File: src/wdrt_map.svh
/*
 * Register indices, field positions, reset values and codes of the
 * watchdog and periodic interrupt control block.
 * Assumes it is included by its bare name before any use.
 */
`ifndef WDRT_MAP_SVH
`define WDRT_MAP_SVH

// ============================================================
// Register indices (byte address is four times the index)
`define WDRT_IDX_PCNT     16'h7021
`define WDRT_IDX_DCNT     16'h7023
`define WDRT_IDX_KEY      16'h7025
`define WDRT_IDX_PCTRL    16'h7027
`define WDRT_IDX_DCTRL    16'h7029

// ============================================================
// Field positions
`define WDRT_BIT_FLAG     7
`define WDRT_BIT_EN       6
`define WDRT_CHK_HI       5
`define WDRT_CHK_LO       3
`define WDRT_RATE_HI      2

// ============================================================
// Reset values and codes
`define WDRT_RST_PCTRL    8'h00
`define WDRT_RST_DCTRL    8'h00
`define WDRT_RST_CNT      8'h00
`define WDRT_CHK_OK       3'h5
`define WDRT_KEY_ARM      8'h55
`define WDRT_KEY_FIRE     8'hAA

// ============================================================
// Counter widths and taps
`define WDRT_FREE_W       14
`define WDRT_PTICK_SHIFT  4'h7
`define WDRT_DCNT_MAX     8'hFF

`endif

File: src/wdrt_pkg.sv
/*
 * Types and shared helpers of the watchdog and periodic interrupt block.
 * Assumes wdrt_map.svh is on the include path.
 */
package wdrt_pkg;
`include "wdrt_map.svh"

    // ========================================================
    // Bus handshake states
    typedef enum logic [0:0] {
        BUS_IDLE   = 1'b0,
        BUS_ANSWER = 1'b1
    } wdrt_bus_state_t;

    typedef logic [`WDRT_FREE_W-1:0] wdrt_free_t;

    // True when the lowest n bits are all ones (the tap is about to wrap)
    function automatic logic wdrt_low_ones(input wdrt_free_t v,
                                           input logic [3:0] n);
        wdrt_free_t mask;
        mask = wdrt_free_t'((15'h0001 << n) - 15'h0001);
        return &(v | ~mask);
    endfunction : wdrt_low_ones

    // Watchdog rate code to free-counter tap, codes 00x share divide by 1
    function automatic logic [3:0] wdrt_dog_shift(input logic [2:0] code);
        return (code < 3'h2) ? 4'h0 : {1'b0, code - 3'h1};
    endfunction : wdrt_dog_shift

endpackage : wdrt_pkg

File: src/wdrt_tap_if.sv
/*
 * Slow-clock tick and free-running prescale count shared between modules.
 * Assumes a single system clock; all signals are synchronous to it.
 */
`timescale 1ns/1ns
interface wdrt_tap_if;
    import wdrt_pkg::*;
    logic       slow_edge;
    wdrt_free_t free;

    modport src (output slow_edge, output free);
    modport snk (input slow_edge, input free);
endinterface : wdrt_tap_if

File: src/wdrt_prescale.sv
/*
 * Slow timer clock synchroniser and free-running prescale counter.
 * Assumes slow_timer_clock is far slower than clk.
 */
`timescale 1ns/1ns
module wdrt_prescale
    import wdrt_pkg::*;
(
    input  wire logic clk,
    input  wire logic arst_n,
    input  wire logic slow_timer_clock,
    wdrt_tap_if.src   tap
);
    logic       sync1;
    logic       sync2;
    logic       sync3;
    wdrt_free_t free;
    wdrt_free_t next_free;

    // ========================================================
    // Counter next value, cleared only by system reset
    always_comb begin
        next_free = free;
        if (sync2 && !sync3) begin
            next_free = free + 1'b1;
        end
    end

    // Two-flop synchroniser, third flop only for edge detection
    always_ff @(posedge clk or negedge arst_n) begin
        if (!arst_n) begin
            sync1 <= 1'b0;
            sync2 <= 1'b0;
            sync3 <= 1'b0;
            free  <= '0;
        end else begin
            sync1 <= slow_timer_clock;
            sync2 <= sync1;
            sync3 <= sync2;
            free  <= next_free;
        end
    end

    assign tap.slow_edge = sync2 && !sync3;
    assign tap.free      = free;
endmodule : wdrt_prescale

File: src/wdrt_dog.sv
/*
 * Watchdog counter, key sequence and system reset request.
 * Assumes key_wr and force_rst are one-cycle pulses from the bus logic.
 */
`timescale 1ns/1ns
module wdrt_dog
    import wdrt_pkg::*;
(
    input  wire logic       clk,
    input  wire logic       arst_n,
    wdrt_tap_if.snk         tap,
    input  wire logic       run,
    input  wire logic [2:0] rate_sel,
    input  wire logic       key_wr,
    input  wire logic [7:0] key_data,
    input  wire logic       force_rst,
    output logic      [7:0] counter,
    output logic            reset_req
);
    logic       dog_tick;
    logic       armed;
    logic       ovf;
    logic       next_armed;
    logic       next_ovf;
    logic       next_req;
    logic [7:0] next_cnt;

    assign dog_tick = tap.slow_edge &&
        wdrt_low_ones(tap.free, wdrt_dog_shift(rate_sel));

    // ========================================================
    // Key, count and reset decisions; request stays until reset
    always_comb begin
        next_armed = armed;
        next_ovf   = ovf;
        next_cnt   = counter;
        next_req   = reset_req || force_rst;
        if (run && dog_tick) begin
            if (ovf) begin
                next_req = 1'b1;
            end else begin
                next_cnt = counter + 1'b1;
                next_ovf = (counter == `WDRT_DCNT_MAX);
            end
        end
        // Clear wins over a coincident counting tick; a coincident tick after overflow still requests reset
        if (key_wr) begin
            if (key_data == `WDRT_KEY_ARM) begin
                next_armed = 1'b1;
            end else if (key_data == `WDRT_KEY_FIRE) begin
                if (armed) begin
                    next_cnt = `WDRT_RST_CNT;
                    next_ovf = 1'b0;
                end
                next_armed = 1'b0;
            end else begin
                next_req = 1'b1;
            end
        end
    end

    always_ff @(posedge clk or negedge arst_n) begin
        if (!arst_n) begin
            armed     <= 1'b0;
            ovf       <= 1'b0;
            counter   <= `WDRT_RST_CNT;
            reset_req <= 1'b0;
        end else begin
            armed     <= next_armed;
            ovf       <= next_ovf;
            counter   <= next_cnt;
            reset_req <= next_req;
        end
    end
endmodule : wdrt_dog

File: src/wdrt_top.sv
/*
 * Watchdog and periodic interrupt control: Avalon-MM register slave,
 * periodic counter, rate taps, flags and interrupt request.
 * Assumes one 100 MHz clock, an Avalon master honouring waitrequest,
 * a system that answers sys_reset_req by pulsing arst_n, and
 * por_arst_n that only power-on asserts.
 */
// Contract
// - Overflow sets flag bit 7; write zero clears
// - Software flag set raises no interrupt request
// - Enable bit 6 gates and cancels requests
// - One request per leading edge of tap
// - Fast rates from prescaler, slow via counter
// - Periodic reserved bits ignore writes, read zero
// - Periodic rate code picks divider 4..16384
// - Dog flag set only by dog reset
// - Disable bit acts only with high voltage
// - Check bits must be 101, else reset
// - Check bits always read back as zero
// - Dog rate code picks divider 1..64
// - Dog counts 257 prescaled clocks before reset
// - Prescaler free-runs, cleared only by reset
// - Key 55h then AAh clears; other resets
// - One more prescaled clock after dog overflow
// - Periodic counter on /128 tap, write clears
// - Key register read returns dog control
`timescale 1ns/1ns
module wdrt_top
    import wdrt_pkg::*;
(
    input  wire logic        clk,
    input  wire logic        arst_n,
    input  wire logic        por_arst_n,
    input  wire logic        slow_timer_clock,
    input  wire logic        high_voltage_present,
    input  wire logic        irq_ack,
    input  wire logic [17:0] address,
    input  wire logic        read,
    input  wire logic        write,
    input  wire logic [31:0] writedata,
    input  wire logic [3:0]  byteenable,
    output logic      [31:0] readdata,
    output logic             waitrequest,
    output logic             irq_req,
    output logic             sys_reset_req
);
    wdrt_tap_if tap ();

    wdrt_bus_state_t state;
    wdrt_bus_state_t next_state;
    logic [31:0]     next_rdata;
    logic [7:0]      rd_byte;
    logic            wr_do;
    logic [7:0]      wd;
    logic            wr_pcnt;
    logic            wr_key;
    logic            wr_pctrl;
    logic            wr_dctrl;
    logic            check_err;

    logic            p_flag;
    logic            p_en;
    logic [2:0]      p_rate;
    logic [7:0]      p_cnt;
    logic            next_p_flag;
    logic            next_p_en;
    logic [2:0]      next_p_rate;
    logic [7:0]      next_p_cnt;
    logic            next_irq;
    logic            p_tick;
    logic            p_event;

    logic            d_flag;
    logic            d_dis;
    logic [2:0]      d_rate;
    logic            next_d_flag;
    logic            next_d_dis;
    logic [2:0]      next_d_rate;
    logic [7:0]      d_cnt;
    logic            d_run;

    // True when the byte address hits the given register index
    function automatic logic hit(input logic [17:0] a,
                                 input logic [15:0] idx);
        return a == {idx, 2'b00};
    endfunction : hit

    // ========================================================
    // Prescaler and watchdog
    wdrt_prescale i_wdrt_prescale (
        .clk              (clk),
        .arst_n           (arst_n),
        .slow_timer_clock (slow_timer_clock),
        .tap              (tap.src)
    );

    wdrt_dog i_wdrt_dog (
        .clk       (clk),
        .arst_n    (arst_n),
        .tap       (tap.snk),
        .run       (d_run),
        .rate_sel  (d_rate),
        .key_wr    (wr_key),
        .key_data  (wd),
        .force_rst (check_err),
        .counter   (d_cnt),
        .reset_req (sys_reset_req)
    );

    // Disable honoured only with high voltage present
    assign d_run = !(high_voltage_present && d_dis);

    // ========================================================
    // Bus slave: one wait cycle, data captured in the first one
    assign waitrequest = (read || write) && state != BUS_ANSWER;
    assign wr_do    = write && state == BUS_ANSWER && byteenable[0];
    assign wd       = writedata[7:0];
    assign wr_pcnt  = wr_do && hit(address, `WDRT_IDX_PCNT);
    assign wr_key   = wr_do && hit(address, `WDRT_IDX_KEY);
    assign wr_pctrl = wr_do && hit(address, `WDRT_IDX_PCTRL);
    assign wr_dctrl = wr_do && hit(address, `WDRT_IDX_DCTRL);
    assign check_err = wr_dctrl &&
        wd[`WDRT_CHK_HI:`WDRT_CHK_LO] != `WDRT_CHK_OK;

    // Read mux; unmapped addresses read zero
    always_comb begin
        rd_byte = 8'h00;
        if (hit(address, `WDRT_IDX_PCNT)) begin
            rd_byte = p_cnt;
        end else if (hit(address, `WDRT_IDX_DCNT)) begin
            rd_byte = d_cnt;
        end else if (hit(address, `WDRT_IDX_PCTRL)) begin
            rd_byte = {p_flag, p_en, 3'h0, p_rate};
        end else if (hit(address, `WDRT_IDX_DCTRL) ||
                     hit(address, `WDRT_IDX_KEY)) begin
            rd_byte = {d_flag, d_dis, 3'h0, d_rate};
        end
    end

    // Bus state and read data next values
    always_comb begin
        next_state = state;
        next_rdata = readdata;
        unique case (state)
            BUS_IDLE: begin
                if (read || write) begin
                    next_state = BUS_ANSWER;
                end
                if (read) begin
                    next_rdata = {24'h000000, rd_byte};
                end
            end
            BUS_ANSWER: begin
                next_state = BUS_IDLE;
            end
        endcase
    end

    always_ff @(posedge clk or negedge arst_n) begin
        if (!arst_n) begin
            state    <= BUS_IDLE;
            readdata <= 32'h00000000;
        end else begin
            state    <= next_state;
            readdata <= next_rdata;
        end
    end

    // ========================================================
    // Periodic taps: fast codes straight off the prescaler
    assign p_tick = tap.slow_edge &&
        wdrt_low_ones(tap.free, `WDRT_PTICK_SHIFT);

    always_comb begin
        unique case (p_rate)
            3'h0: p_event = tap.slow_edge &&
                            wdrt_low_ones(tap.free, 4'h2);
            3'h1: p_event = tap.slow_edge &&
                            wdrt_low_ones(tap.free, 4'h4);
            3'h2: p_event = tap.slow_edge &&
                            wdrt_low_ones(tap.free, 4'h6);
            3'h3: p_event = p_tick;
            3'h4: p_event = p_tick &&
                            wdrt_low_ones({6'h00, p_cnt}, 4'h1);
            3'h5: p_event = p_tick &&
                            wdrt_low_ones({6'h00, p_cnt}, 4'h2);
            3'h6: p_event = p_tick &&
                            wdrt_low_ones({6'h00, p_cnt}, 4'h4);
            3'h7: p_event = p_tick &&
                            wdrt_low_ones({6'h00, p_cnt}, 4'h7);
        endcase
    end

    // Periodic registers; hardware set wins over software clear
    always_comb begin
        next_p_cnt  = p_cnt;
        next_p_flag = p_flag;
        next_p_en   = p_en;
        next_p_rate = p_rate;
        if (wr_pcnt) begin
            next_p_cnt = `WDRT_RST_CNT;
        end else if (p_tick) begin
            next_p_cnt = p_cnt + 1'b1;
        end
        if (wr_pctrl) begin
            next_p_flag = wd[`WDRT_BIT_FLAG];
            next_p_en   = wd[`WDRT_BIT_EN];
            next_p_rate = wd[`WDRT_RATE_HI:0];
        end
        if (p_event) begin
            next_p_flag = 1'b1;
        end
        // Only overflows request; flag state is irrelevant here
        next_irq = next_p_en &&
            (p_event || (irq_req && !irq_ack));
    end

    always_ff @(posedge clk or negedge arst_n) begin
        if (!arst_n) begin
            p_cnt   <= `WDRT_RST_CNT;
            p_flag  <= 1'(`WDRT_RST_PCTRL >> `WDRT_BIT_FLAG);
            p_en    <= 1'(`WDRT_RST_PCTRL >> `WDRT_BIT_EN);
            p_rate  <= 3'(`WDRT_RST_PCTRL);
            irq_req <= 1'b0;
        end else begin
            p_cnt   <= next_p_cnt;
            p_flag  <= next_p_flag;
            p_en    <= next_p_en;
            p_rate  <= next_p_rate;
            irq_req <= next_irq;
        end
    end

    // ========================================================
    // Dog control fields
    always_comb begin
        next_d_dis  = d_dis;
        next_d_rate = d_rate;
        if (wr_dctrl) begin
            next_d_dis  = wd[`WDRT_BIT_EN];
            next_d_rate = wd[`WDRT_RATE_HI:0];
        end
    end

    always_ff @(posedge clk or negedge arst_n) begin
        if (!arst_n) begin
            d_dis  <= 1'(`WDRT_RST_DCTRL >> `WDRT_BIT_EN);
            d_rate <= 3'(`WDRT_RST_DCTRL);
        end else begin
            d_dis  <= next_d_dis;
            d_rate <= next_d_rate;
        end
    end

    // Dog flag lives on power-on reset so it survives its own reset
    always_comb begin
        next_d_flag = d_flag;
        if (wr_dctrl && !wd[`WDRT_BIT_FLAG]) begin
            next_d_flag = 1'b0;
        end
        if (sys_reset_req) begin
            next_d_flag = 1'b1;
        end
    end

    always_ff @(posedge clk or negedge por_arst_n) begin
        if (!por_arst_n) begin
            d_flag <= 1'b0;
        end else begin
            d_flag <= next_d_flag;
        end
    end
endmodule : wdrt_top

File: config.mk
export PLATFORM = sky130hd
export DESIGN_NAME = wdrt_top
export DESIGN_NICKNAME = d
export VERILOG_FILES = /design/src/wdrt_pkg.sv /design/src/wdrt_tap_if.sv /design/src/wdrt_prescale.sv /design/src/wdrt_dog.sv /design/src/wdrt_top.sv
export VERILOG_INCLUDE_DIRS = /design/src
export SDC_FILE = /design/constraint.sdc
export NUM_CORES = 1
export LEC_CHECK = 0
export BUFFER_PORTS_ARGS = -buffer_cell sky130_fd_sc_hd__clkbuf_2
export CAP_MARGIN = 20
export CORE_MARGIN = 2
export CORE_UTILIZATION = 49
export DETAILED_ROUTE_END_ITERATION = 16
export PLACE_DENSITY = 0.75
export SLEW_MARGIN = 30
export SYNTH_ARGS = -nofsm -noshare
export SYNTH_HDL_FRONTEND = slang
export SYNTH_SLANG_ARGS = --single-unit
File: constraint.sdc
create_clock -name clk -period 6.7 [get_ports clk]
set_input_delay 1.34 -clock clk [delete_from_list [all_inputs] [get_ports clk]]
set_output_delay 1.34 -clock clk [all_outputs]
set_load 0.005 [all_outputs]
* Word-level counts from Yosys, hierarchy flattened *
Cells that the tools add are included.

storage, ports and cells
  bits in registers = 56
  input bits = 62

operators by class
  $add $sub $neg = 5
  order comparisons = 1
  equality and inequality tests = 16
  shifts and indexed selects = 1
  multiplexer cells = 34
  bitwise logic cells = 3
  reduce and logical (&&, ||, !) cells = 46

operator list
  operator               count
  $mux 8                 12
  $eq 18x17->1 const B   5
  $logic_and 1x1->1      23
  $mux 1                 19
  $add 8x1->8 const B    2
  $eq 8x8->1 const B     2
  $add 14x1->14 const B  1
  $not 14->14            1
  $or 14x14->14          1
  $reduce_and 14->1      1
  $reduce_and 7->1       2
  $shl 1x4->14 const A   1
  $sub 14x1->14 const B  1
  $eq 3x3->1 const B     4
  $eq 8x7->1 const B     1
  $pmux 1 s8             1
  $reduce_and 2->1       4
  $reduce_and 4->1       2
  $reduce_bool 2->1      4
  $eq 3x2->1 const B     2
  $reduce_and 6->1       1
  $logic_not 1->1        4
  $logic_or 1x1->1       4
  $eq 3x1->1 const B     1
  7 further kinds        7

* Longest topological paths before layout *
Gate-level depths: netlist (run 1).

  depth after elaboration = 14
  gate-level depth with buffers = 14
  mapped depth without buffers = 11

* By module *
Synthesis (run 1) repeated with hierarchy kept, for this count alone.

second synthesis, totals
  cell total of the unflattened synthesis = 360
  area total of the unflattened synthesis = 3445.8 um^2

modules (own cells, without submodules)
  module         instances  cells each  area an instance (um^2)  sequential area each (um^2)
  wdrt_top       1          191         1745.4                   700.7
  wdrt_dog       1          112         969.7                    275.3
  wdrt_prescale  1          57          730.7                    425.4

* Worst setup path before layout (run 1) *
OpenSTA, ideal clock, no wires.

  kind = in2reg
  start = input high_voltage_present
  end = register i_wdrt_dog.counter[2]
  library setup time = 0.077 ns
  arrival = 3.002 ns
  required time = 6.623 ns
  setup slack = 3.620 ns
  stages = 7
  path buffers = 1
  path through = nand2_1 o21ai_0 or4_1 or4_4 buf_6 or4_1 a21oi_1

between the ends
  cells in the longest elaborated chain, start to end = 8

ends and longest elaborated chain
  item                              RTL line         RTL
  start, declared                   wdrt_top.sv:35   input wire logic high_voltage_present,
  $logic_and 1x1->1 (*)             wdrt_top.sv:111  assign d_run = !(high_voltage_present && d_dis);
  $logic_not 1->1 (*)               wdrt_top.sv:111
  $logic_and 1x1->1 (*)             wdrt_dog.sv:38   if (run && dog_tick) begin
  $mux 8 (*)                        wdrt_dog.sv:38
  $mux 8                            wdrt_dog.sv:51   if (armed) begin
  $mux 8                            wdrt_dog.sv:50   end else if (key_data == `WDRT_KEY_FIRE) begin
  $mux 8                            wdrt_dog.sv:48   if (key_data == `WDRT_KEY_ARM) begin
  $mux 8 (*)                        wdrt_dog.sv:47   if (key_wr) begin
  named net i_wdrt_dog.next_cnt[2]  wdrt_dog.sv:26   logic [7:0] next_cnt;
  end signal, assigned              wdrt_dog.sv:66   counter <= `WDRT_RST_CNT;
  end signal, assigned              wdrt_dog.sv:71   counter <= next_cnt;
  end, declared                     wdrt_dog.sv:17   output logic [7:0] counter,

Mark *: on every way through the listed nets, which the timed path passes. The rest lies on a longest branch.
A chain may end at the register's enable or synchronous reset.

* Worst setup path in the final report (run 1) *
  start = register d_rate[1]
  end = register i_wdrt_dog.counter[5]

between the ends
  cells in the longest elaborated chain, start to end = 14
  elaborated cells on any way between the ends = 15
  classes of those cells = add/sub (2); order compare (1); shift (1); mux (6); bitwise (2); reduce/logical (3)

ends and longest elaborated chain
  item                                              RTL line         RTL
  start, declared                                   wdrt_top.sv:75   logic [2:0] d_rate;
  start signal, assigned                            wdrt_top.sv:248  d_rate <= 3'(`WDRT_RST_DCTRL);
  start signal, assigned                            wdrt_top.sv:251  d_rate <= next_d_rate;
  $sub 3x1->3 / $lt 3x2->1 (equally long branches)  wdrt_pkg.sv:27   return (code < 3'h2) ? 4'h0 : {1'b0, code - 3'h1};
  $mux 3 (*)                                        wdrt_pkg.sv:27
  $shl 1x4->14 (*)                                  wdrt_pkg.sv:21   mask = wdrt_free_t'((15'h0001 << n) - 15'h0001);
  $sub 14x1->14 (*)                                 wdrt_pkg.sv:21
  $not 14->14 (*)                                   wdrt_pkg.sv:22   return &(v | ~mask);
  $or 14x14->14 (*)                                 wdrt_pkg.sv:22
  $reduce_and 14->1 (*)                             wdrt_pkg.sv:22
  $logic_and 1x1->1 (*)                             wdrt_dog.sv:28   assign dog_tick = tap.slow_edge &&
  $logic_and 1x1->1 (*)                             wdrt_dog.sv:38
  $mux 8 (*)                                        wdrt_dog.sv:38
  $mux 8                                            wdrt_dog.sv:51
  $mux 8                                            wdrt_dog.sv:50
  $mux 8                                            wdrt_dog.sv:48
  $mux 8 (*)                                        wdrt_dog.sv:47
  named net i_wdrt_dog.next_cnt[5]                  wdrt_dog.sv:26

Marks and branches as above.

==> qor.yml, run 1 <==
cells_and_area:
  fin_cells: 480
  synthToLayoutAreaGrowth_pct: 8.744
  drive_above_1_share_pct: 19.00
  antenna_cells: 0
  num-nets-final: 466
clocking:
  clkLatencyLatePin_ps: 310
  cts_made_buffers: 5
  cts_root_buffer: "clkbuf_8"
  cts_tree: "built"
  cts_resized: 0
  path_clk_slew_ps: 100
  hold_buffers: 0
  post-cts-setup-buffers: 0
  clock_path_buffers: 2
  clock_sinks: 55
  ctsHtreeMaxLevel: 2
synthesis:
  syn_inst: 358
  syn_avg_cell_area_um2: 9.353
  synth_cell_types: 62
  yosysTopAreaCell: "dfrtp_1"
  synth_seq_cells: 55
  ys_seq_area_share_pct: 41.11
  synthTopCellsByCount: "55 x dfrtp_1, 39 x nand2_1, 26 x buf_4, 23 x a21oi_1, 22 x nor2_1"
  ys.flop_type: "dfrtp_1"
  synth-async-reset-ratio_pct: 100.0
  synth.most_common_cell: "dfrtp_1"
  ys_top_cells_by_area: "dfrtp_1 41%, buf_4 5.8%, nand2_1 4.4%"
  netlist_area_um2: 3348
  synth_edf_count: 0
  yosysTopAreaCellShare_pct: 41.11
  yosysWarnings: 0
timing:
  drv_slew: 0
  whs_ps: 360.0
  finalHoldViolCount: 0
  period_needed_ps: 3499
  maxSlewHeadroom_pct: 55.05
  setup_viol: 0
  tightest_slew_ps: 674.3
  tns_ps: 0
  skew_ps: 7.326
  finalCritPeriodShare_pct: 52.22
  rsz0062_at_grt: "false"
  fmax_ghz: 0.2858
setup_path:
  cp_data_arrival_time_ps: 3740
  cpPeakStageDelay_ps: 630
  path_class: "reg -> reg"
  startpoint: "d_rate[1]$_DFFE_PN0P_"
  reg2reg_from: "d_rate[1]$_DFFE_PN0P_"
  crit_chain: "inv_1 -> ha_1 -> mux2_2 -> nand2_1 -> ha_1 -> o21ai_0 -> or4_1 -> or4_1 -> or4_1 -> a21oi_1"
  crit_path_end_kind: "register"
  crit_fanout: 13
  slowest_stage: "or4_1"
  cp.required_ps: 6940
  start_kind: "register"
  crit_path_frequent_cell: "or4_1"
detailed_routing:
  drc_errors: 0
  drtIter0Drc: 231
  detail_route.vias_per_cell: 5.771
  ant_nets: 0
  wl_per_cell_um: 15.09
  drt-total-wl_um: 7242
  dr.pass1.iters: 4
  vias: 2770
flow_run:
  maxCapViolations: 0
grt:
  grt_antenna_before_repair: 0
  grt-ovfl-total: 0
  grt_pass1_vias: 2497
  globalRouteTotalUtil_pct: 20.05
  grt_max_degree: 55
  grt_pass1_wl_um: 11910
floorplan:
  dieArea_um2: 7510
  die_width_um: 86.66
  core_area_um2: 6719
  io_pins: 97
  die_h_um: 86.66
  start_util_pct: 49.83
  core.rowCount: 30
worst_hold_path:
  hold_class: "reg -> reg"
  holdCritStartpoint: "i_wdrt_prescale.sync1$_DFF_PN0_"
placed_design:
  portBuffers: 45
  place_hpwl_um: 5503
  globalplace.congestion: 0.8475
  placed_cells: 472
status:
  status: "finished clean"
power_and_ir_drop:
  powerDensity_nw_per_um2: 211.0
  max-vdd-ir-drop_v: 0.00009785
  p_leak_nw: 1.573
-- cell families after synthesis --
| group | Yosys count | share of synthesized area, % |
|---|---|---|
| and+or+nand+nor | 149 | 24.78 |
| AOI/OAI and AO/OA | 67 | 12.71 |
| DFF | 55 | 41.11 |
| buffers and inverters | 44 | 8.744 |
| xor gates and xnor gates | 20 | 5.232 |
| muxes | 16 | 5.157 |
| adders and majority gates | 6 | 2.167 |
| other | 1 | 0.1120 |
-- worst max-delay path: cells and delay by family (launching register included) --
family | cells | cell delay, ps
AOI/OAI and AO/OA | 2 | 200
adders and majority gates | 2 | 530
buffers and inverters | 1 | 140
DFF | 1 | 480
muxes | 1 | 400
and+or+nand+nor | 4 | 1680
-- report_power, final --
group | switching (W) | internal, W | leakage [nW] | total (W)
sequential | 0.0000449 | 0.000361 | 0.696 | 0.000406
combinational | 0.0000591 | 0.0000473 | 0.812 | 0.000106
clock | 0.000106 | 0.000149 | 0.0654 | 0.000256
-- state kept, by name, indices dropped and copies added, names as in the netlist --
name	count
irq_req	1
i_wdrt_dog.armed	1
state	1
readdata	8
d_dis	1
i_wdrt_dog.counter	8
i_wdrt_dog.reset_req	1
i_wdrt_prescale.sync1	1
d_flag	1
i_wdrt_prescale.sync3	1
p_cnt	8
p_en	1
p_rate	3
d_rate	3
p_flag	1
i_wdrt_prescale.sync2	1
i_wdrt_prescale.tap.free	13
i_wdrt_dog.ovf	1
-- worst paths after layout --
path	slack (ps)	cells past startpoint	end
max	3200	10	i_wdrt_dog.counter[5]$_DFF_PN0_
min	360	0	i_wdrt_prescale.sync2$_DFF_PN0_
max reg2reg	3200	10	i_wdrt_dog.counter[5]$_DFF_PN0_
min reg2reg	360	0	i_wdrt_prescale.sync2$_DFF_PN0_
max in group asynchronous	5100	2	readdata[2]$_DFFE_PN0P_
min in group asynchronous	780	1	d_flag$_DFFE_PN0P_
-- area by class of cell --
class | instances | area (um^2)
Inverter | 9 | 33.78
Sequential cell | 55 | 1376
Clock buffer | 6 | 72.57
Tap cell | 80 | 100.1
Fill cell | 593 | 3078
Clock inverter | 2 | 60.06
Multi-Input combinational cell | 282 | 1765
Timing Repair Buffer | 46 | 232.7
-- cells in the final DEF, fill, tap and decap left out, types with 2 or more instances in the layout --
master	Yosys	final
a21oi_1	23	23
a31oi_1	3	3
and2_1	2	2
and2b_2	3	3
and3_1	4	4
bufinv_16	0	2
clkbuf_2	0	45
clkbuf_8	0	5
conb_1	1	24
dfrtp_1	55	55
ha_1	5	5
inv_1	9	9
mux2_2	10	10
mux2i_1	6	6
nand2_1	39	39
nand2b_1	4	4
nand3_1	14	14
nand3b_1	5	5
nand4_1	9	9
nor2_1	22	22
nor2b_1	4	4
nor3_1	5	5
nor4_1	3	3
nor4bb_1	3	3
o21ai_0	15	15
o31ai_1	6	6
o41ai_1	5	5
or2b_1	2	2
or2b_2	3	3
or3_1	7	7
or4_1	9	9
xnor2_1	11	11
xor2_1	9	9
-- per-stage QoR --
stage	utilization [%]	total power [W]	area [um^2]	setup WS, ps
final	54.19	0.0007681	3641	3201
after detailed placement	52.22	0.0005188	3508	3231
after global routing	54.19	0.0008111	3641	3034
after floorplan	-	0.0004859	3435	3620
after CTS	54.19	0.0007722	3641	3217
after global placement	52.22	0.0005110	3508	3264
-- metal layers --
layer	track usage, %	vias to the layer above	wire length, um
met5	0	-	0
met3	2.952	8	351
met2	31.68	87	3492
met4	5.398	0	97
li1	-	1325	-
met1	28.96	1350	3301
Power figures use the tool's default switching activity.
==> run 2, diff against run 1 <==
--- a/config.mk
+++ b/config.mk
@@ -6,12 +6,13 @@
 export SDC_FILE = /design/constraint.sdc
 export NUM_CORES = 1
 export LEC_CHECK = 0
+export ABC_AREA = 1
 export BUFFER_PORTS_ARGS = -buffer_cell sky130_fd_sc_hd__clkbuf_2
 export CAP_MARGIN = 20
 export CORE_MARGIN = 2
-export CORE_UTILIZATION = 49
+export CORE_UTILIZATION = 48
 export DETAILED_ROUTE_END_ITERATION = 16
-export PLACE_DENSITY = 0.75
+export PLACE_DENSITY = 0.76
 export SLEW_MARGIN = 30
 export SYNTH_ARGS = -nofsm -noshare
 export SYNTH_HDL_FRONTEND = slang
==> constraint.sdc (replaced) <==
create_clock -name clk -period 2.9 [get_ports clk]
set_input_delay 0.58 -clock clk [delete_from_list [all_inputs] [get_ports clk]]
set_output_delay 0.58 -clock clk [all_outputs]
set_load 0.005 [all_outputs]
==> run 2 against run 1 <==
Compared with the run above:
- final cell count grew 33%
- clock-buffer cell count is 1 lower
- area after synthesis increased by 8.7%
- critical endpoint is now i_wdrt_dog.counter[1]$_DFF_PN0_
- hold slack got worse by 350 ps
- utilization rose by 0.82 points
- global-route usage up 0.59 points
- sequential share of layout area decreased by 3.5 points
- final area grew 10%
==> qor.yml, run 2 <==
cells_and_area:
  antenna_cells: 0  # unchanged
  final_cell_mix: "89 x nand2_1, 82 x inv_1, 55 x dfrtp_1"
  synthToLayoutAreaGrowth_pct: 10.21
  top_register: "i_wdrt_prescale.tap.free"
  drive_above_1_share_pct: 18.15  # -0.85 points
  largest_register_ffs: 13  # unchanged
  num-nets-final: 606  # +30%
  mostFrequentLayoutCell: "nand2_1"
synthesis:
  syn_inst: 487  # +36%
  synth_seq_cells: 55  # unchanged
  synth_edf_count: 0  # unchanged
  netlist_area_um2: 3640  # +8.7%
  yosysWarnings: 0  # unchanged
  synth.most_common_cell: "nand2_1"
  synth_cell_types: 37  # -40%
  yosysTopAreaCell: "dfrtp_1"
  synthTopCellsByCount: "89 x nand2_1, 82 x inv_1, 55 x dfrtp_1, 44 x nand3_1, 41 x nor2_1"
  yosysTopAreaCellShare_pct: 37.81  # -3.3 points
  ys.flop_type: "dfrtp_1"
  ys_top_cells_by_area: "dfrtp_1 38%, nand2_1 9.2%, inv_1 8.5%"
  syn_avg_cell_area_um2: 7.474  # -20%
  ys_seq_area_share_pct: 37.81  # -3.3 points
  synth-async-reset-ratio_pct: 100.0  # unchanged
grt:
  globalRouteTotalUtil_pct: 20.64  # +0.59 points
  grt_antenna_before_repair: 0  # unchanged
  grt_max_degree: 34  # -38%
  grt_pass1_wl_um: 13930  # +17%
  grt_pass1_vias: 3116  # +25%
  grt-ovfl-total: 0  # unchanged
power_and_ir_drop:
  p_sw_share_pct: 31.04  # +3.7 points
  p_comb_share_pct: 15.1  # +1.2 points
  powerDensity_nw_per_um2: 385.6  # +83%
  p_leak_nw: 2.132  # +36%
  seq_power_share_pct: 54.5  # +1.6 points
  p_switching_w: 0.0004801  # +130%
  intPower_w: 0.001067  # +91%
  clockPowerShare_pct: 30.4  # -2.9 points
  max-vdd-ir-drop_v: 0.0002975  # +200%
  fin_total_pwr_w: 0.001547  # +100%
detailed_routing:
  drt-total-wl_um: 8271  # +14%
  drtIter0Drc: 213  # -7.8%
  wl_per_cell_um: 12.94  # -14%
  drc_errors: 0  # unchanged
  vias: 3278  # +18%
  ant_nets: 0  # unchanged
  detail_route.vias_per_cell: 5.130  # -11%
  dr.pass1.iters: 4  # unchanged
setup_path:
  cp.required_ps: 3150  # -3790 ps
  path_class: "reg -> reg"
  worstReg2RegEnd: "i_wdrt_dog.counter[1]$_DFF_PN0_"
  reg2reg_depth: 18  # +8
  cp_data_arrival_time_ps: 2870  # -870 ps
  start_kind: "register"
  crit_fanout: 8  # -5
  slowest_stage: "dfrtp_1"
  crit_chain: "inv_2 -> ha_1 -> inv_1 -> nor2_2 -> nand3_1 -> ha_1 -> inv_1 -> nand2_1 -> nand3_1 -> nor2_4 -> nand2_2 -> nor2_2 -> nand3_2 -> nor2_4 -> nand2_4 -> nand2_1 -> nand2_1 -> nor2_1"
  cpPeakStageDelay_ps: 380  # -250 ps
  crit_path_frequent_cell: "nand2_1"
  reg2reg_setup_slack_ps: 280  # -2920 ps
  crit_path_end_kind: "register"
  reg2reg_from: "d_rate[1]$_DFFE_PN0P_"
timing:
  setup_viol: 0  # unchanged
  finalCritPeriodShare_pct: 90.25  # +38 points
  fmax_ghz: 0.3821  # +34%
  rsz0062_at_grt: "false"
  tightest_slew_ps: 626.0  # -48.37 ps
  period_needed_ps: 2617  # -881.6 ps
  finalHoldViolCount: 0  # unchanged
  tns_ps: 0  # unchanged
  drv_slew: 0  # unchanged
  skew_ps: 9.744  # +2.418 ps
  maxSlewHeadroom_pct: 57.72  # +2.7 points
floorplan:
  die_width_um: 91.08  # +5.1%
  start_util_pct: 49.91  # +0.082 points
  core_area_um2: 7292  # +8.5%
  dieArea_um2: 8296  # +10%
  core.rowCount: 31  # +3.3%
  die_h_um: 91.08  # +5.1%
  io_pins: 97  # unchanged
clocking:
  path_clk_slew_ps: 110  # about the same
  hold_buffers: 0  # unchanged
  cts_made_buffers: 5  # unchanged
  clock_path_buffers: 2  # unchanged
  clkLatencyLatePin_ps: 320  # about the same
  ctsHtreeMaxLevel: 2  # unchanged
  cts_tree: "built"
  cts_root_buffer: "clkbuf_8"
  clock_sinks: 55  # unchanged
placed_design:
  portBuffers: 45  # unchanged
  place_hpwl_um: 6558  # +19%
  globalplace.congestion: 0.9275  # +9.4%
flow_run:
  maxCapViolations: 0  # unchanged
status:
  status: "finished clean"
worst_hold_path:
  hold_class: "in -> async"
-- run 2: worst max-delay path: cells and delay by family (launching register included) --
family	cells	cell delay, ps
adders and majority gates	2	600
DFF	1	380
buffers and inverters	3	220
and+or+nand+nor	13	1330
-- run 2: layout make-up --
type / instances / area (um^2)
Fill cell: 715 / 3281
Multi-Input combinational cell: 342 / 1837
Sequential cell: 55 / 1376
Inverter: 86 / 322.8
Timing Repair Buffer: 49 / 255.2
Tap cell: 99 / 123.9
Clock buffer: 5 / 68.82
Clock inverter: 3 / 27.53
-- run 2: what timing repair did --
| action | 4_1_cts | 5_1_grt |
|---|---|---|
| endpoints found under the setup margin | 0 | 7 |
| setup buffers | 0 | 1 |
| resized for setup | 0 | 1 |
-- run 2: cell families after synthesis --
group,synth area share [%]
flops,37.81
compound gates,9.591
other cells,0.1030
simple gates,32.04
xor+xnor,3.369
buf+inv,14.16
fa+ha+maj,1.719
mux,1.203
-- run 2: power groups by stage --
stage               logic [W]  clock network (W)  registers (W)
finish               0.000233           0.000471       0.000843
global route         0.000264           0.000501       0.000848
CTS                  0.000234           0.000477       0.000843
detailed placement   0.000232                  0       0.000858
global placement     0.000223                  0       0.000855
floorplan            0.000181                  0       0.000847
-- run 2: worst max-delay path by stage --
stage	to	cells after the start	slack [ps]	start
2_1_floorplan	i_wdrt_dog.counter[0]$_DFF_PN0_	17	500	d_rate[1]$_DFFE_PN0P_
3_3_place_gp	i_wdrt_dog.counter[4]$_DFF_PN0_	17	360	d_rate[0]$_DFFE_PN0P_
3_5_place_dp	i_wdrt_dog.counter[6]$_DFF_PN0_	17	300	d_rate[1]$_DFFE_PN0P_
4_1_cts	i_wdrt_dog.counter[6]$_DFF_PN0_	17	270	d_rate[1]$_DFFE_PN0P_
5_1_grt	i_wdrt_dog.counter[0]$_DFF_PN0_	17	10	d_rate[0]$_DFFE_PN0P_
6_report	i_wdrt_dog.counter[1]$_DFF_PN0_	18	280	d_rate[1]$_DFFE_PN0P_
-- run 2: routing by layer --
metal	vias up	share of wire [%]	GRT usage [%]	routed length (um)
li1	1631	-	-	-
met5	-	0	0	0
met2	98	49	35.62	4082
met4	0	2.1	7.828	174
met1	1531	43	26.26	3539
met3	18	5.7	2.822	475
-- run 2: stage by stage --
step / util, % / hold WS [ps] / instance area (um^2) / worst slack (ps) / std cells
finish: 55.01 / 10.44 / 4011 / 282.6 / 639
global placement: 53.55 / 334.5 / 3905 / 361.1 / 630
detailed placement: 53.55 / 337.3 / 3905 / 295.6 / 630
global route: 55.01 / 2.386 / 4011 / 13.23 / 639
floorplan: - / 284.4 / 3726 / 501.7 / 510
CTS: 54.87 / 6.185 / 4001 / 272.2 / 638
